[config.mk]
export PLATFORM = sky130hd
export DESIGN_NAME = ibam_top
export DESIGN_NICKNAME = d
export VERILOG_FILES = /design/src/rtl/ibam_pkg.sv /design/src/rtl/ibam_top.sv
export SDC_FILE = /design/constraint.sdc
export NUM_CORES = 1
export LEC_CHECK = 0
export BUFFER_PORTS_ARGS = -buffer_cell sky130_fd_sc_hd__clkbuf_2
export CAP_MARGIN = 20
export CELL_PAD_IN_SITES_DETAIL_PLACEMENT = 1
export CELL_PAD_IN_SITES_GLOBAL_PLACEMENT = 1
export CORE_UTILIZATION = 23
export CTS_BUF_LIST = sky130_fd_sc_hd__clkbuf_8
export CTS_CLUSTER_DIAMETER = 200
export DETAILED_ROUTE_END_ITERATION = 12
export PLACE_DENSITY = 0.61
export SETUP_SLACK_MARGIN = 0.02
export SYNTH_ARGS = -nofsm -noshare
export SYNTH_HDL_FRONTEND = slang
export SYNTH_SLANG_ARGS = --single-unit
[constraint.sdc]
create_clock -name clk_sys -period 3.6 [get_ports clk_sys]
set_input_delay 0.36 -clock clk_sys [delete_from_list [all_inputs] [get_ports clk_sys]]
set_output_delay 0.36 -clock clk_sys [all_outputs]
set_load 0.01 [all_outputs]
[src/rtl/ibam_pkg.sv]
package ibam_pkg;

  // ********************************************************************
  // Register map, word aligned byte addresses
  // ********************************************************************
  localparam logic [7:0] IBAM_OFS_BUS_STATUS  = 8'h00;
  localparam logic [7:0] IBAM_OFS_BAUD        = 8'h04;
  localparam logic [7:0] IBAM_OFS_OWN_ID      = 8'h08;
  localparam logic [7:0] IBAM_OFS_MASK        = 8'h0C;
  localparam logic [7:0] IBAM_OFS_RX_HOLD     = 8'h10;
  localparam logic [7:0] IBAM_OFS_TX_HOLD     = 8'h14;
  localparam logic [7:0] IBAM_OFS_CTRL        = 8'h18;
  localparam logic [7:0] IBAM_OFS_IRQ_STATUS  = 8'h1C;
  localparam logic [7:0] IBAM_OFS_IRQ_MASK    = 8'h20;

  // ********************************************************************
  // Field positions and widths
  // ********************************************************************
  localparam int IBAM_BAUD_W   = 12;
  localparam int IBAM_ADDR_W   = 10;
  localparam int IBAM_BYTE_W   = 8;
  localparam int IBAM_IRQ_W    = 5;
  localparam int IBAM_STAT_TXF = 0;
  localparam int IBAM_STAT_RXF = 1;
  localparam int IBAM_STAT_DIR = 2;
  localparam int IBAM_STAT_STA = 3;
  localparam int IBAM_STAT_STO = 4;
  localparam int IBAM_CTRL_TEN = 0;
  localparam int IBAM_IRQ_STA  = 0;
  localparam int IBAM_IRQ_STO  = 1;
  localparam int IBAM_IRQ_RXF  = 2;
  localparam int IBAM_IRQ_TXD  = 3;
  localparam int IBAM_IRQ_MAT  = 4;

  // ********************************************************************
  // Values after reset and fixed counts
  // ********************************************************************
  localparam logic [11:0] IBAM_BAUD_RST   = 12'h000;
  localparam logic [9:0]  IBAM_ADDR_RST   = 10'h000;
  localparam logic [9:0]  IBAM_MASK_RST   = 10'h000;
  localparam logic [12:0] IBAM_HALF_EXTRA = 13'h0001;
  localparam logic [9:0]  IBAM_CARE_TEN   = 10'h3FF;
  localparam logic [9:0]  IBAM_CARE_SEVEN = 10'h0FE;

endpackage : ibam_pkg

[src/rtl/ibam_top.sv]
`timescale 1ns/1ps
// Notes on behaviour
// Stop seen set by stop, cleared by start
// Start seen set by start, cleared by stop
// Direction flag updated after address byte
// Receive full set on byte, cleared on read
// Transmit full set on write, cleared when sent
// Twelve bit baud value divides peripheral clock
// Software never loads divider with zero or one
// Software computes divider from wanted rate
// Ten bit own address, read and write
// Mask bit one makes position don't care
// Mask bit zero requires equal address bit
// Mask bits 9:8 and 0 only ten bit
// Unimplemented upper bits read as zero
// Ten bit mode select picks address width
// Divider reloads with count plus one each half period, so a half period is count plus two
module ibam_top
  import ibam_pkg::*;
#(
  parameter int BAUD_W = IBAM_BAUD_W,
  parameter int ADDR_W = IBAM_ADDR_W
)
(
  input  wire logic                   clk_sys,
  input  wire logic                   rst_n,
  input  wire logic [7:0]             reg_addr,
  input  wire logic [31:0]            reg_wdata,
  input  wire logic                   reg_wr,
  input  wire logic                   reg_rd,
  output logic      [31:0]            reg_rdata,
  input  wire logic                   start_det,
  input  wire logic                   stop_det,
  input  wire logic                   addr_byte_done,
  input  wire logic                   addr_byte_rw,
  input  wire logic                   rx_byte_strobe,
  input  wire logic [IBAM_BYTE_W-1:0] rx_byte,
  input  wire logic                   tx_byte_done,
  input  wire logic                   baud_run,
  input  wire logic                   match_req,
  input  wire logic [ADDR_W-1:0]      match_addr,
  output logic      [IBAM_BYTE_W-1:0] tx_byte,
  output logic                        tx_holding_full,
  output logic                        rx_holding_full,
  output logic                        ten_bit_mode_select,
  output logic                        scl_half_tick,
  output logic                        scl_phase,
  output logic                        match_valid,
  output logic                        match_hit,
  output logic                        irq
);

  // ********************************************************************
  // State registers
  // ********************************************************************
  logic                   stop_seen;
  logic                   start_seen;
  logic                   slave_read;
  logic [BAUD_W-1:0]      baud_divider;
  logic [ADDR_W-1:0]      own_node_id;
  logic [ADDR_W-1:0]      match_ignore_bits;
  logic [IBAM_BYTE_W-1:0] rx_holding_reg;
  logic [IBAM_IRQ_W-1:0]  irq_status;
  logic [IBAM_IRQ_W-1:0]  irq_mask;
  logic [BAUD_W:0]        half_count;

  logic                   next_stop_seen;
  logic                   next_start_seen;
  logic                   next_slave_read;
  logic [BAUD_W-1:0]      next_baud_divider;
  logic [ADDR_W-1:0]      next_own_node_id;
  logic [ADDR_W-1:0]      next_match_ignore_bits;
  logic [IBAM_BYTE_W-1:0] next_rx_holding_reg;
  logic [IBAM_BYTE_W-1:0] next_tx_byte;
  logic                   next_tx_holding_full;
  logic                   next_rx_holding_full;
  logic                   next_ten_bit_mode_select;
  logic [IBAM_IRQ_W-1:0]  next_irq_status;
  logic [IBAM_IRQ_W-1:0]  next_irq_mask;
  logic                   next_irq;
  logic [31:0]            next_reg_rdata;
  logic [BAUD_W:0]        next_half_count;
  logic                   next_scl_half_tick;
  logic                   next_scl_phase;
  logic                   next_match_valid;
  logic                   next_match_hit;

  logic                   wr_baud;
  logic                   wr_own;
  logic                   wr_mask;
  logic                   wr_tx;
  logic                   wr_ctrl;
  logic                   wr_irq_st;
  logic                   wr_irq_mk;
  logic                   rd_rx;
  logic [ADDR_W-1:0]      expect_addr;
  logic [ADDR_W-1:0]      care_bits;
  logic [ADDR_W-1:0]      bit_ok;
  logic [IBAM_IRQ_W-1:0]  irq_events;

  // ********************************************************************
  // Register decode
  // ********************************************************************

  // Strobes are one cycle wide, so each decoded term is a pulse too
  assign wr_baud   = reg_wr && (reg_addr == IBAM_OFS_BAUD);
  assign wr_own    = reg_wr && (reg_addr == IBAM_OFS_OWN_ID);
  assign wr_mask   = reg_wr && (reg_addr == IBAM_OFS_MASK);
  assign wr_tx     = reg_wr && (reg_addr == IBAM_OFS_TX_HOLD);
  assign wr_ctrl   = reg_wr && (reg_addr == IBAM_OFS_CTRL);
  assign wr_irq_st = reg_wr && (reg_addr == IBAM_OFS_IRQ_STATUS);
  assign wr_irq_mk = reg_wr && (reg_addr == IBAM_OFS_IRQ_MASK);
  assign rd_rx     = reg_rd && (reg_addr == IBAM_OFS_RX_HOLD);

  // ********************************************************************
  // Address comparison
  // ********************************************************************

  // Seven bit address sits in bits 7:1 of the address byte; bit 0 is R/W
  assign expect_addr = ten_bit_mode_select ? own_node_id
                                           : {{(ADDR_W-8){1'b0}}, own_node_id[6:0], 1'b0};
  // Outer mask bits drop out in seven bit mode since those positions never count
  assign care_bits   = ~match_ignore_bits
                       & (ten_bit_mode_select ? IBAM_CARE_TEN : IBAM_CARE_SEVEN);

  // Per bit compare, masked positions always agree
  genvar gi;
  generate
    for (gi = 0; gi < ADDR_W; gi = gi + 1)
    begin : g_cmp
      assign bit_ok[gi] = !care_bits[gi] || (match_addr[gi] == expect_addr[gi]);
    end
  endgenerate

  // Events that feed the sticky interrupt bits
  assign irq_events = {match_req && (&bit_ok), tx_byte_done,
                       rx_byte_strobe, stop_det, start_det};

  // ********************************************************************
  // Next state
  // ********************************************************************

  // Status flags, holding registers and configuration
  always_comb
  begin
    next_stop_seen           = stop_seen;
    next_start_seen          = start_seen;
    next_slave_read          = slave_read;
    next_baud_divider        = baud_divider;
    next_own_node_id         = own_node_id;
    next_match_ignore_bits   = match_ignore_bits;
    next_rx_holding_reg      = rx_holding_reg;
    next_tx_byte             = tx_byte;
    next_tx_holding_full     = tx_holding_full;
    next_rx_holding_full     = rx_holding_full;
    next_ten_bit_mode_select = ten_bit_mode_select;
    next_irq_mask            = irq_mask;
    // Last condition wins; a stop in the same cycle as a start is taken as latest
    if (start_det)
    begin
      next_start_seen = 1'b1;
      next_stop_seen  = 1'b0;
    end
    if (stop_det)
    begin
      next_stop_seen  = 1'b1;
      next_start_seen = 1'b0;
    end
    if (addr_byte_done)
    begin
      next_slave_read = addr_byte_rw;
    end
    // Clear by read first, so a new byte in the same cycle keeps the flag
    if (rd_rx)
    begin
      next_rx_holding_full = 1'b0;
    end
    if (rx_byte_strobe)
    begin
      next_rx_holding_reg  = rx_byte;
      next_rx_holding_full = 1'b1;
    end
    if (tx_byte_done)
    begin
      next_tx_holding_full = 1'b0;
    end
    if (wr_tx)
    begin
      next_tx_byte         = reg_wdata[IBAM_BYTE_W-1:0];
      next_tx_holding_full = 1'b1;
    end
    if (wr_baud)
    begin
      next_baud_divider = reg_wdata[BAUD_W-1:0];
    end
    if (wr_own)
    begin
      next_own_node_id = reg_wdata[ADDR_W-1:0];
    end
    if (wr_mask)
    begin
      next_match_ignore_bits = reg_wdata[ADDR_W-1:0];
    end
    if (wr_ctrl)
    begin
      next_ten_bit_mode_select = reg_wdata[IBAM_CTRL_TEN];
    end
    if (wr_irq_mk)
    begin
      next_irq_mask = reg_wdata[IBAM_IRQ_W-1:0];
    end
    // Write one to clear; a fresh event in the same cycle wins over the clear
    next_irq_status = irq_status;
    if (wr_irq_st)
    begin
      next_irq_status = irq_status & ~reg_wdata[IBAM_IRQ_W-1:0];
    end
    next_irq_status = next_irq_status | irq_events;
    next_irq        = |(next_irq_status & next_irq_mask);
  end

  // Read data, valid only in the cycle after the strobe
  always_comb
  begin
    next_reg_rdata = 32'h0000_0000;
    if (reg_rd)
    begin
      case (reg_addr)
        IBAM_OFS_BUS_STATUS:
        begin
          next_reg_rdata[IBAM_STAT_TXF] = tx_holding_full;
          next_reg_rdata[IBAM_STAT_RXF] = rx_holding_full;
          next_reg_rdata[IBAM_STAT_DIR] = slave_read;
          next_reg_rdata[IBAM_STAT_STA] = start_seen;
          next_reg_rdata[IBAM_STAT_STO] = stop_seen;
        end
        IBAM_OFS_BAUD:       next_reg_rdata[BAUD_W-1:0] = baud_divider;
        IBAM_OFS_OWN_ID:     next_reg_rdata[ADDR_W-1:0] = own_node_id;
        IBAM_OFS_MASK:       next_reg_rdata[ADDR_W-1:0] = match_ignore_bits;
        IBAM_OFS_RX_HOLD:    next_reg_rdata[IBAM_BYTE_W-1:0] = rx_holding_reg;
        IBAM_OFS_TX_HOLD:    next_reg_rdata[IBAM_BYTE_W-1:0] = tx_byte;
        IBAM_OFS_CTRL:       next_reg_rdata[IBAM_CTRL_TEN] = ten_bit_mode_select;
        IBAM_OFS_IRQ_STATUS: next_reg_rdata[IBAM_IRQ_W-1:0] = irq_status;
        IBAM_OFS_IRQ_MASK:   next_reg_rdata[IBAM_IRQ_W-1:0] = irq_mask;
        default:             next_reg_rdata = 32'h0000_0000;
      endcase
    end
  end

  // Half period timer; zero or one in the divider is the user's hazard, not guarded
  always_comb
  begin
    next_half_count    = half_count;
    next_scl_half_tick = 1'b0;
    next_scl_phase     = scl_phase;
    if (!baud_run)
    begin
      // Idle holds the count loaded so the first phase is full length
      next_half_count = {1'b0, baud_divider} + IBAM_HALF_EXTRA;
      next_scl_phase  = 1'b0;
    end
    else if (half_count == '0)
    begin
      next_half_count    = {1'b0, baud_divider} + IBAM_HALF_EXTRA;
      next_scl_half_tick = 1'b1;
      next_scl_phase     = !scl_phase;
    end
    else
    begin
      next_half_count = half_count - 1'b1;
    end
  end

  // Match answer registered one cycle after the request
  always_comb
  begin
    next_match_valid = match_req;
    next_match_hit   = match_req && (&bit_ok);
  end

  // ********************************************************************
  // Registers
  // ********************************************************************

  // Synchronous reset, every flop takes a constant
  always_ff @(posedge clk_sys)
  begin
    if (!rst_n)
    begin
      stop_seen           <= 1'b0;
      start_seen          <= 1'b0;
      slave_read          <= 1'b0;
      baud_divider        <= IBAM_BAUD_RST;
      own_node_id         <= IBAM_ADDR_RST;
      match_ignore_bits   <= IBAM_MASK_RST;
      rx_holding_reg      <= '0;
      tx_byte             <= '0;
      tx_holding_full     <= 1'b0;
      rx_holding_full     <= 1'b0;
      ten_bit_mode_select <= 1'b0;
      irq_status          <= '0;
      irq_mask            <= '0;
      irq                 <= 1'b0;
      reg_rdata           <= 32'h0000_0000;
      half_count          <= '0;
      scl_half_tick       <= 1'b0;
      scl_phase           <= 1'b0;
      match_valid         <= 1'b0;
      match_hit           <= 1'b0;
    end
    else
    begin
      stop_seen           <= next_stop_seen;
      start_seen          <= next_start_seen;
      slave_read          <= next_slave_read;
      baud_divider        <= next_baud_divider;
      own_node_id         <= next_own_node_id;
      match_ignore_bits   <= next_match_ignore_bits;
      rx_holding_reg      <= next_rx_holding_reg;
      tx_byte             <= next_tx_byte;
      tx_holding_full     <= next_tx_holding_full;
      rx_holding_full     <= next_rx_holding_full;
      ten_bit_mode_select <= next_ten_bit_mode_select;
      irq_status          <= next_irq_status;
      irq_mask            <= next_irq_mask;
      irq                 <= next_irq;
      reg_rdata           <= next_reg_rdata;
      half_count          <= next_half_count;
      scl_half_tick       <= next_scl_half_tick;
      scl_phase           <= next_scl_phase;
      match_valid         <= next_match_valid;
      match_hit           <= next_match_hit;
    end
  end

endmodule // ibam_top

---- Yosys cells after proc, flatten, opt, wreduce, memory -nomap -nowiden ----
Index checks and enable logic that the tools add are counted.
word-level totals
  input bits .............................. 70
  bits in registers ....................... 114
  logic and storage cells ................. 107
cells by class
  $add $sub $neg .......................... 2
  bitwise gates (word level) .............. 7
  mux-type cells .......................... 17
  eq/ne operators ......................... 18
  reductions and logical operators ........ 41
operator list
  operator                                                               number
  8-bit by 5-bit == test with 1-bit output (second input constant)       4
  4-bit case mux with 8 select lines                                     1
  13-bit 2-to-1 mux                                                      2
  10-bit 2-to-1 mux                                                      2
  8-bit by 4-bit == test with 1-bit output (second input constant)       2
  3-bit case mux with 5 select lines                                     1
  12-bit by 1-bit adder with 13-bit output (second input constant)       1
  13-bit zero test                                                       1
  13-bit by 1-bit subtractor with 13-bit output (second input constant)  1
  1-bit zero test                                                        11
  10-bit AND                                                             1
  5-bit AND                                                              2
  1-bit == test                                                          10
  1-bit logical OR                                                       10
  5-bit 2-to-1 mux                                                       2
  10-bit inverter                                                        1
  10-bit AND reduction                                                   1
  1-bit logical AND                                                      9
  1-bit case mux with 9 select lines                                     1
  8-bit by 3-bit == test with 1-bit output (second input constant)       1
  8-bit by 6-bit == test with 1-bit output (second input constant)       1
  8-bit zero test                                                        1
  1-bit 2-to-1 mux                                                       7
  2-bit case mux with 3 select lines                                     1
  other kinds (8)                                                        11

---- Longest topological paths before layout ----
  depth after elaboration ................. 9
  depth in mapped cells ................... 8
  depth with buffers taken out ............ 7

---- Worst setup path before layout ----
Ideal clock, no wire load.
  path kind ............................... register -> register
  from .................................... reg half_count[5]
  to ...................................... reg half_count[4]
  arrival time ............................ 2.042 ns
  setup slack ............................. 1.442 ns
  clock period less this slack ............ 2.158 ns
  buffers on the path ..................... 1
  stages on the path, launching flop included .. 7
  library setup time ...................... 0.116 ns
  path through ............................ dfxtp_1 -> or4_4 -> or3_4 -> o41ai_4 -> buf_6 -> nand2_2 -> and3_1
on the way
  cells in the longest elaborated chain, start to end .. 3
RTL lines
  element                   line             source
  start: declaration        ibam_top.sv:65   logic [BAUD_W:0] half_count;
  start signal: assignment  ibam_top.sv:328  half_count <= next_half_count;
  13-bit zero test          ibam_top.sv:262  else if (half_count == '0)
  13-bit 2-to-1 mux         ibam_top.sv:262
  13-bit 2-to-1 mux         ibam_top.sv:256  if (!baud_run)
No other way between the ends.
A chain may end at the register's enable or synchronous reset.

---- Worst setup path after layout ----
  from .................................... reg ten_bit_mode_select
  to ...................................... reg irq
on the way
  cells in the longest elaborated chain, start to end .. 9
  elaborated cells on any way between the ends .. 31
  classes of those cells .................. eq/ne (10); mux (2); bitwise (3); reduce/logical (16)
RTL lines
  element                   line             source
  start: declaration        ibam_top.sv:45   output logic ten_bit_mode_select,
  start signal: assignment  ibam_top.sv:323  ten_bit_mode_select <= next_ten_bit_mode_select;
  10-bit 2-to-1 mux         ibam_top.sv:124  & (ten_bit_mode_select ? IBAM_CARE_TEN : IBAM_CARE_SEVEN);
  10-bit AND                ibam_top.sv:124
  1-bit zero test           ibam_top.sv:131  assign bit_ok[gi] = !care_bits[gi] || (match_addr[gi] == expect_addr[gi]);
  1-bit logical OR          ibam_top.sv:131
  10-bit AND reduction *    ibam_top.sv:136  assign irq_events = {match_req && (&bit_ok), tx_byte_done,
  1-bit logical AND *       ibam_top.sv:136
  5-bit bitwise OR *        ibam_top.sv:218  next_irq_status = next_irq_status | irq_events;
  5-bit AND *               ibam_top.sv:219  next_irq = |(next_irq_status & next_irq_mask);
  5-bit OR reduction *      ibam_top.sv:219
  end signal: assignment    ibam_top.sv:326  irq <= next_irq;
  end: declaration          ibam_top.sv:50   output logic irq
Mark *: on every way between the ends. The rest lies on a longest branch, timed or not.

==> results list <==
- Total Nets Final: 671
- Dividing the final minimum period by the clock period gives 0.673.
- On the final layout, the worst clock skew is 0.0123 ns.
* Fin crit period: 2.42 ns
- Total Die Area: 20900 um^2
- STA puts the critical path data required time at 3.90 ns.
* Status: completed
- In this run, placement finished with an instance count of 853.
* Fraction of layout instances using a drive strength above 1: 0.190
- Leading area contributor after synthesis: dfxtp_1
* Accumulated negative setup slack: 0 ns
* Achievable frequency: 413 MHz
- Met2 track demand over resource: 0.252
- Cell depth of the worst flop-to-flop path: 6
* Global-route wire length before repair: 23.7 mm
* Final Slew Violations: 0
- Hold depth: 2
- For this design the ratio of total power to cell area is 374 nW/um^2.
* Pin slew with the least headroom to its limit: 0.890 ns
- Of the synthesized area, sequential elements account for 0.403.
* Die Height: 145 um
- Type of the setup path with the least slack: flop to flop
- Total GRT Usage: 0.153
- A synthesized cell averages 8.82 um^2.
- Vias per inst: 4.78
* DRC errors left: 0
- Maximum Capacitance Violations: 0
* Min-delay src: stop_det
* Antenna fix cells: 0
* Row count: 51
- Switching share of total power: 0.279
* Launching element type of the critical path: flop
* Number of enable-type register cells in the synthesized netlist: 0
* Total detailed-routing wirelength: 15.6 mm
- The routed layout has 4152 vias.
* Slew headroom: 0.398
- For this design the total switching power over the nets is 0.570 mW.
- Setup violations, final: 0
- Most repeated library cell on the critical path: mux2i_1
- Largest net degree at the start of global routing: 86
* # hold bufs at CTS: 0
- Port Buffer Count: 77
* Final Hold Violating Endpoints: 0
* I/O Pins: 118
- met2 is the most crowded layer.
- Along the worst path, the maximum fanout reaches 11.
- Once layout is complete, the cells apart from fillers number 869.
* Total iterations of the first detailed-routing run: 4
- Buffers & Inverters on Critical Path: 0
- IR analysis of the VDD net gives a maximum drop of 0.169 mV.
- Global routing finished with a remaining overflow of 0.
* Netlist area before placement: 4670 um^2
- In this run, the number of DRC markers left after iteration 0 of detailed routing was 267.
- Unique cell type count in the Yosys netlist: 56
* Post-CTS resize count: 0
- Type of the worst min-delay path: input pin to flop
- Counting flops with an async set or reset pin after synthesis yields a share of 0.
- The tree is rooted in a clkbuf_8.
- Clock latency at the later pin of the worst-skew pair: 0.38 ns
- In the post-synthesis netlist, the cell with the most instances is dfxtp_1.
- Registers take 1880 um^2.
* Area share of the leading cell type in the synthesized netlist: 0.403
- On the worst path, the slowest cell contributes a delay of 0.70 ns.
* CTS tree: built
- Arr. time, crit path: 2.72 ns
- GP Congestion: 0.815
* Type of element capturing the critical path: flop
- The endpoint identified for the worst register-to-register timing path is irq.
- Sequential group share of total power: 0.532
* Synthesis-stage register bit count: 94
- Number of clock buffers inserted by TritonCTS: 9
- The commonest cells after synthesis are dfxtp_1, nand2_1, nand3_1.
* Setup repair after global routing missed its margin: false
- Area growth from synthesis to final layout: 16.7%
- Setup slack on the worst flop-to-flop path: 1.18 ns
- Detail-routed net length per standard cell: 17.9 um
- List of cells traversed by the critical path: mux2i_1, mux2i_1, o221ai_1, nor4_1, a31oi_1, o2bb2ai_1
- In this run the remaining antenna-violating nets after routing total 0.
- The initial antenna violation count was 0.
- Half-perimeter wire length after placement: 11.5 mm
* Max FFs per register: 13
* Multi-input gate area: 2560 um^2
* Clock Path Buffers: 2
- Critical-path top delay cell: dfxtp_1
- For this run, global-route usage on met3 was measured as 0.0318.
- Initial standard-cell utilization of the core: 0.237
- Endpoint of the worst hold-timing path: start_seen
- Clock input transition at the sequential cells of the worst setup and hold paths: 0.10 ns
- Static leakage power: 2.13 nW
* Maximum level of the CTS H-tree: 3
- Cell types with the largest area share after synthesis: dfxtp_1, a21boi_0, nand2_1, nand3_1, mux2i_1
- GR Layer Usage met1: 0.195
- The register with the most flip-flops in the final layout is half_count.
* Vias in the first global route: 4255
* Biggest registers after layout: half_count (13), baud_divider (12), reg_rdata (12)
* Total number of clock tree sinks: 94
* Setup Buffers After CTS: 0
- Final-layout fill cell count: 2348
* Horizontal die dimension: 145 um
* Worst reg2reg startpoint: ten_bit_mode_select
- Part of the total power dissipated in the clock network: 0.349
- The share of total power dissipated in combinational logic is 0.118.
* Post-Syn Instances: 530
* Core area: 19700 um^2
- For this run, the number of Yosys warnings is 0.
- Internal power of the cells: 1.47 mW
* CP top delay family: flip-flops
- The most used flip-flop cell after synthesis is dfxtp_1.
-- metal layers --
metal,vias up,part of all wire
met4,0,0.016
met2,112,0.47
li1,1986,-
met5,-,0
met1,2034,0.46
met3,20,0.054
-- worst reg2reg max path: stages, from the launching register on --
cell,delay [ns]
dfxtp_1,0.70
mux2i_1,0.29
mux2i_1,0.28
o221ai_1,0.15
nor4_1,0.51
a31oi_1,0.16
o2bb2ai_1,0.25
-- per-stage QoR --
| stage | power (mW) | hold WS (ns) | setup WS [ns] | utilization | instance area, um^2 |
|---|---|---|---|---|---|
| finish | 2.04 | 0.212 | 1.18 | 0.276 | 5450 |
| global route | 2.13 | 0.204 | 1.05 | 0.276 | 5450 |
| CTS | 2.06 | 0.200 | 1.16 | 0.276 | 5450 |
| detailed placement | 1.35 | 0.485 | 1.04 | 0.267 | 5260 |
| global placement | 1.34 | 0.470 | 1.06 | 0.267 | 5260 |
| floorplan | 1.28 | 0.436 | 1.44 | - | 4740 |
-- cell families (layout without fill, tap and decap cells) --
family / after synthesis / in the layout / synth area share
other: 1 / 20 / 0.000802
AND/OR/NAND/NOR: 218 / 218 / 0.237
adder cells (fa/ha/maj): 2 / 2 / 0.00535
buffers and inverters: 54 / 109 / 0.0651
multiplexers: 27 / 27 / 0.0584
AO/OA/AOI/OAI: 108 / 108 / 0.182
XOR/XNOR: 26 / 26 / 0.0487
flip-flops: 94 / 94 / 0.403
-- how the worst max path moves through the flow --
stage	startpoint	to	cells past startpoint
finish	ten_bit_mode_select	irq	6
global route	ten_bit_mode_select	irq	6
CTS	ten_bit_mode_select	irq	6
detailed placement	reg_addr[5]	irq	7
global placement	reg_addr[5]	irq	7
floorplan	half_count[5]	half_count[4]	6
-- placed cells by master, fill, tap and decap left out, types with 12 or more instances in the layout --
cell type / instances
a21boi_0: 41
a22oi_1: 17
clkbuf_2: 77
clkbuf_8: 12
conb_1: 20
dfxtp_1: 94
mux2i_1: 25
nand2_1: 72
nand3_1: 53
nor2_1: 23
nor2b_1: 24
xor2_1: 20
-- cell type report --
class | count | area share
Tap cell | 265 | 0.0608
Inverter | 5 | 0.00344
Clock buffer | 12 | 0.0303
Multi-Input combinational cell | 401 | 0.469
Timing Repair Buffer | 88 | 0.0858
Sequential cell | 94 | 0.345
Clock inverter | 4 | 0.00505
-- power groups by stage --
stage / registers [mW] / clock network (mW) / logic [mW]
floorplan: 1.11 / 0 / 0.173
global placement: 1.11 / 0 / 0.234
detailed placement: 1.11 / 0 / 0.242
CTS: 1.09 / 0.733 / 0.243
global route: 1.09 / 0.777 / 0.265
finish: 1.09 / 0.713 / 0.241
No activity file was read; power rests on OpenSTA's default activity.
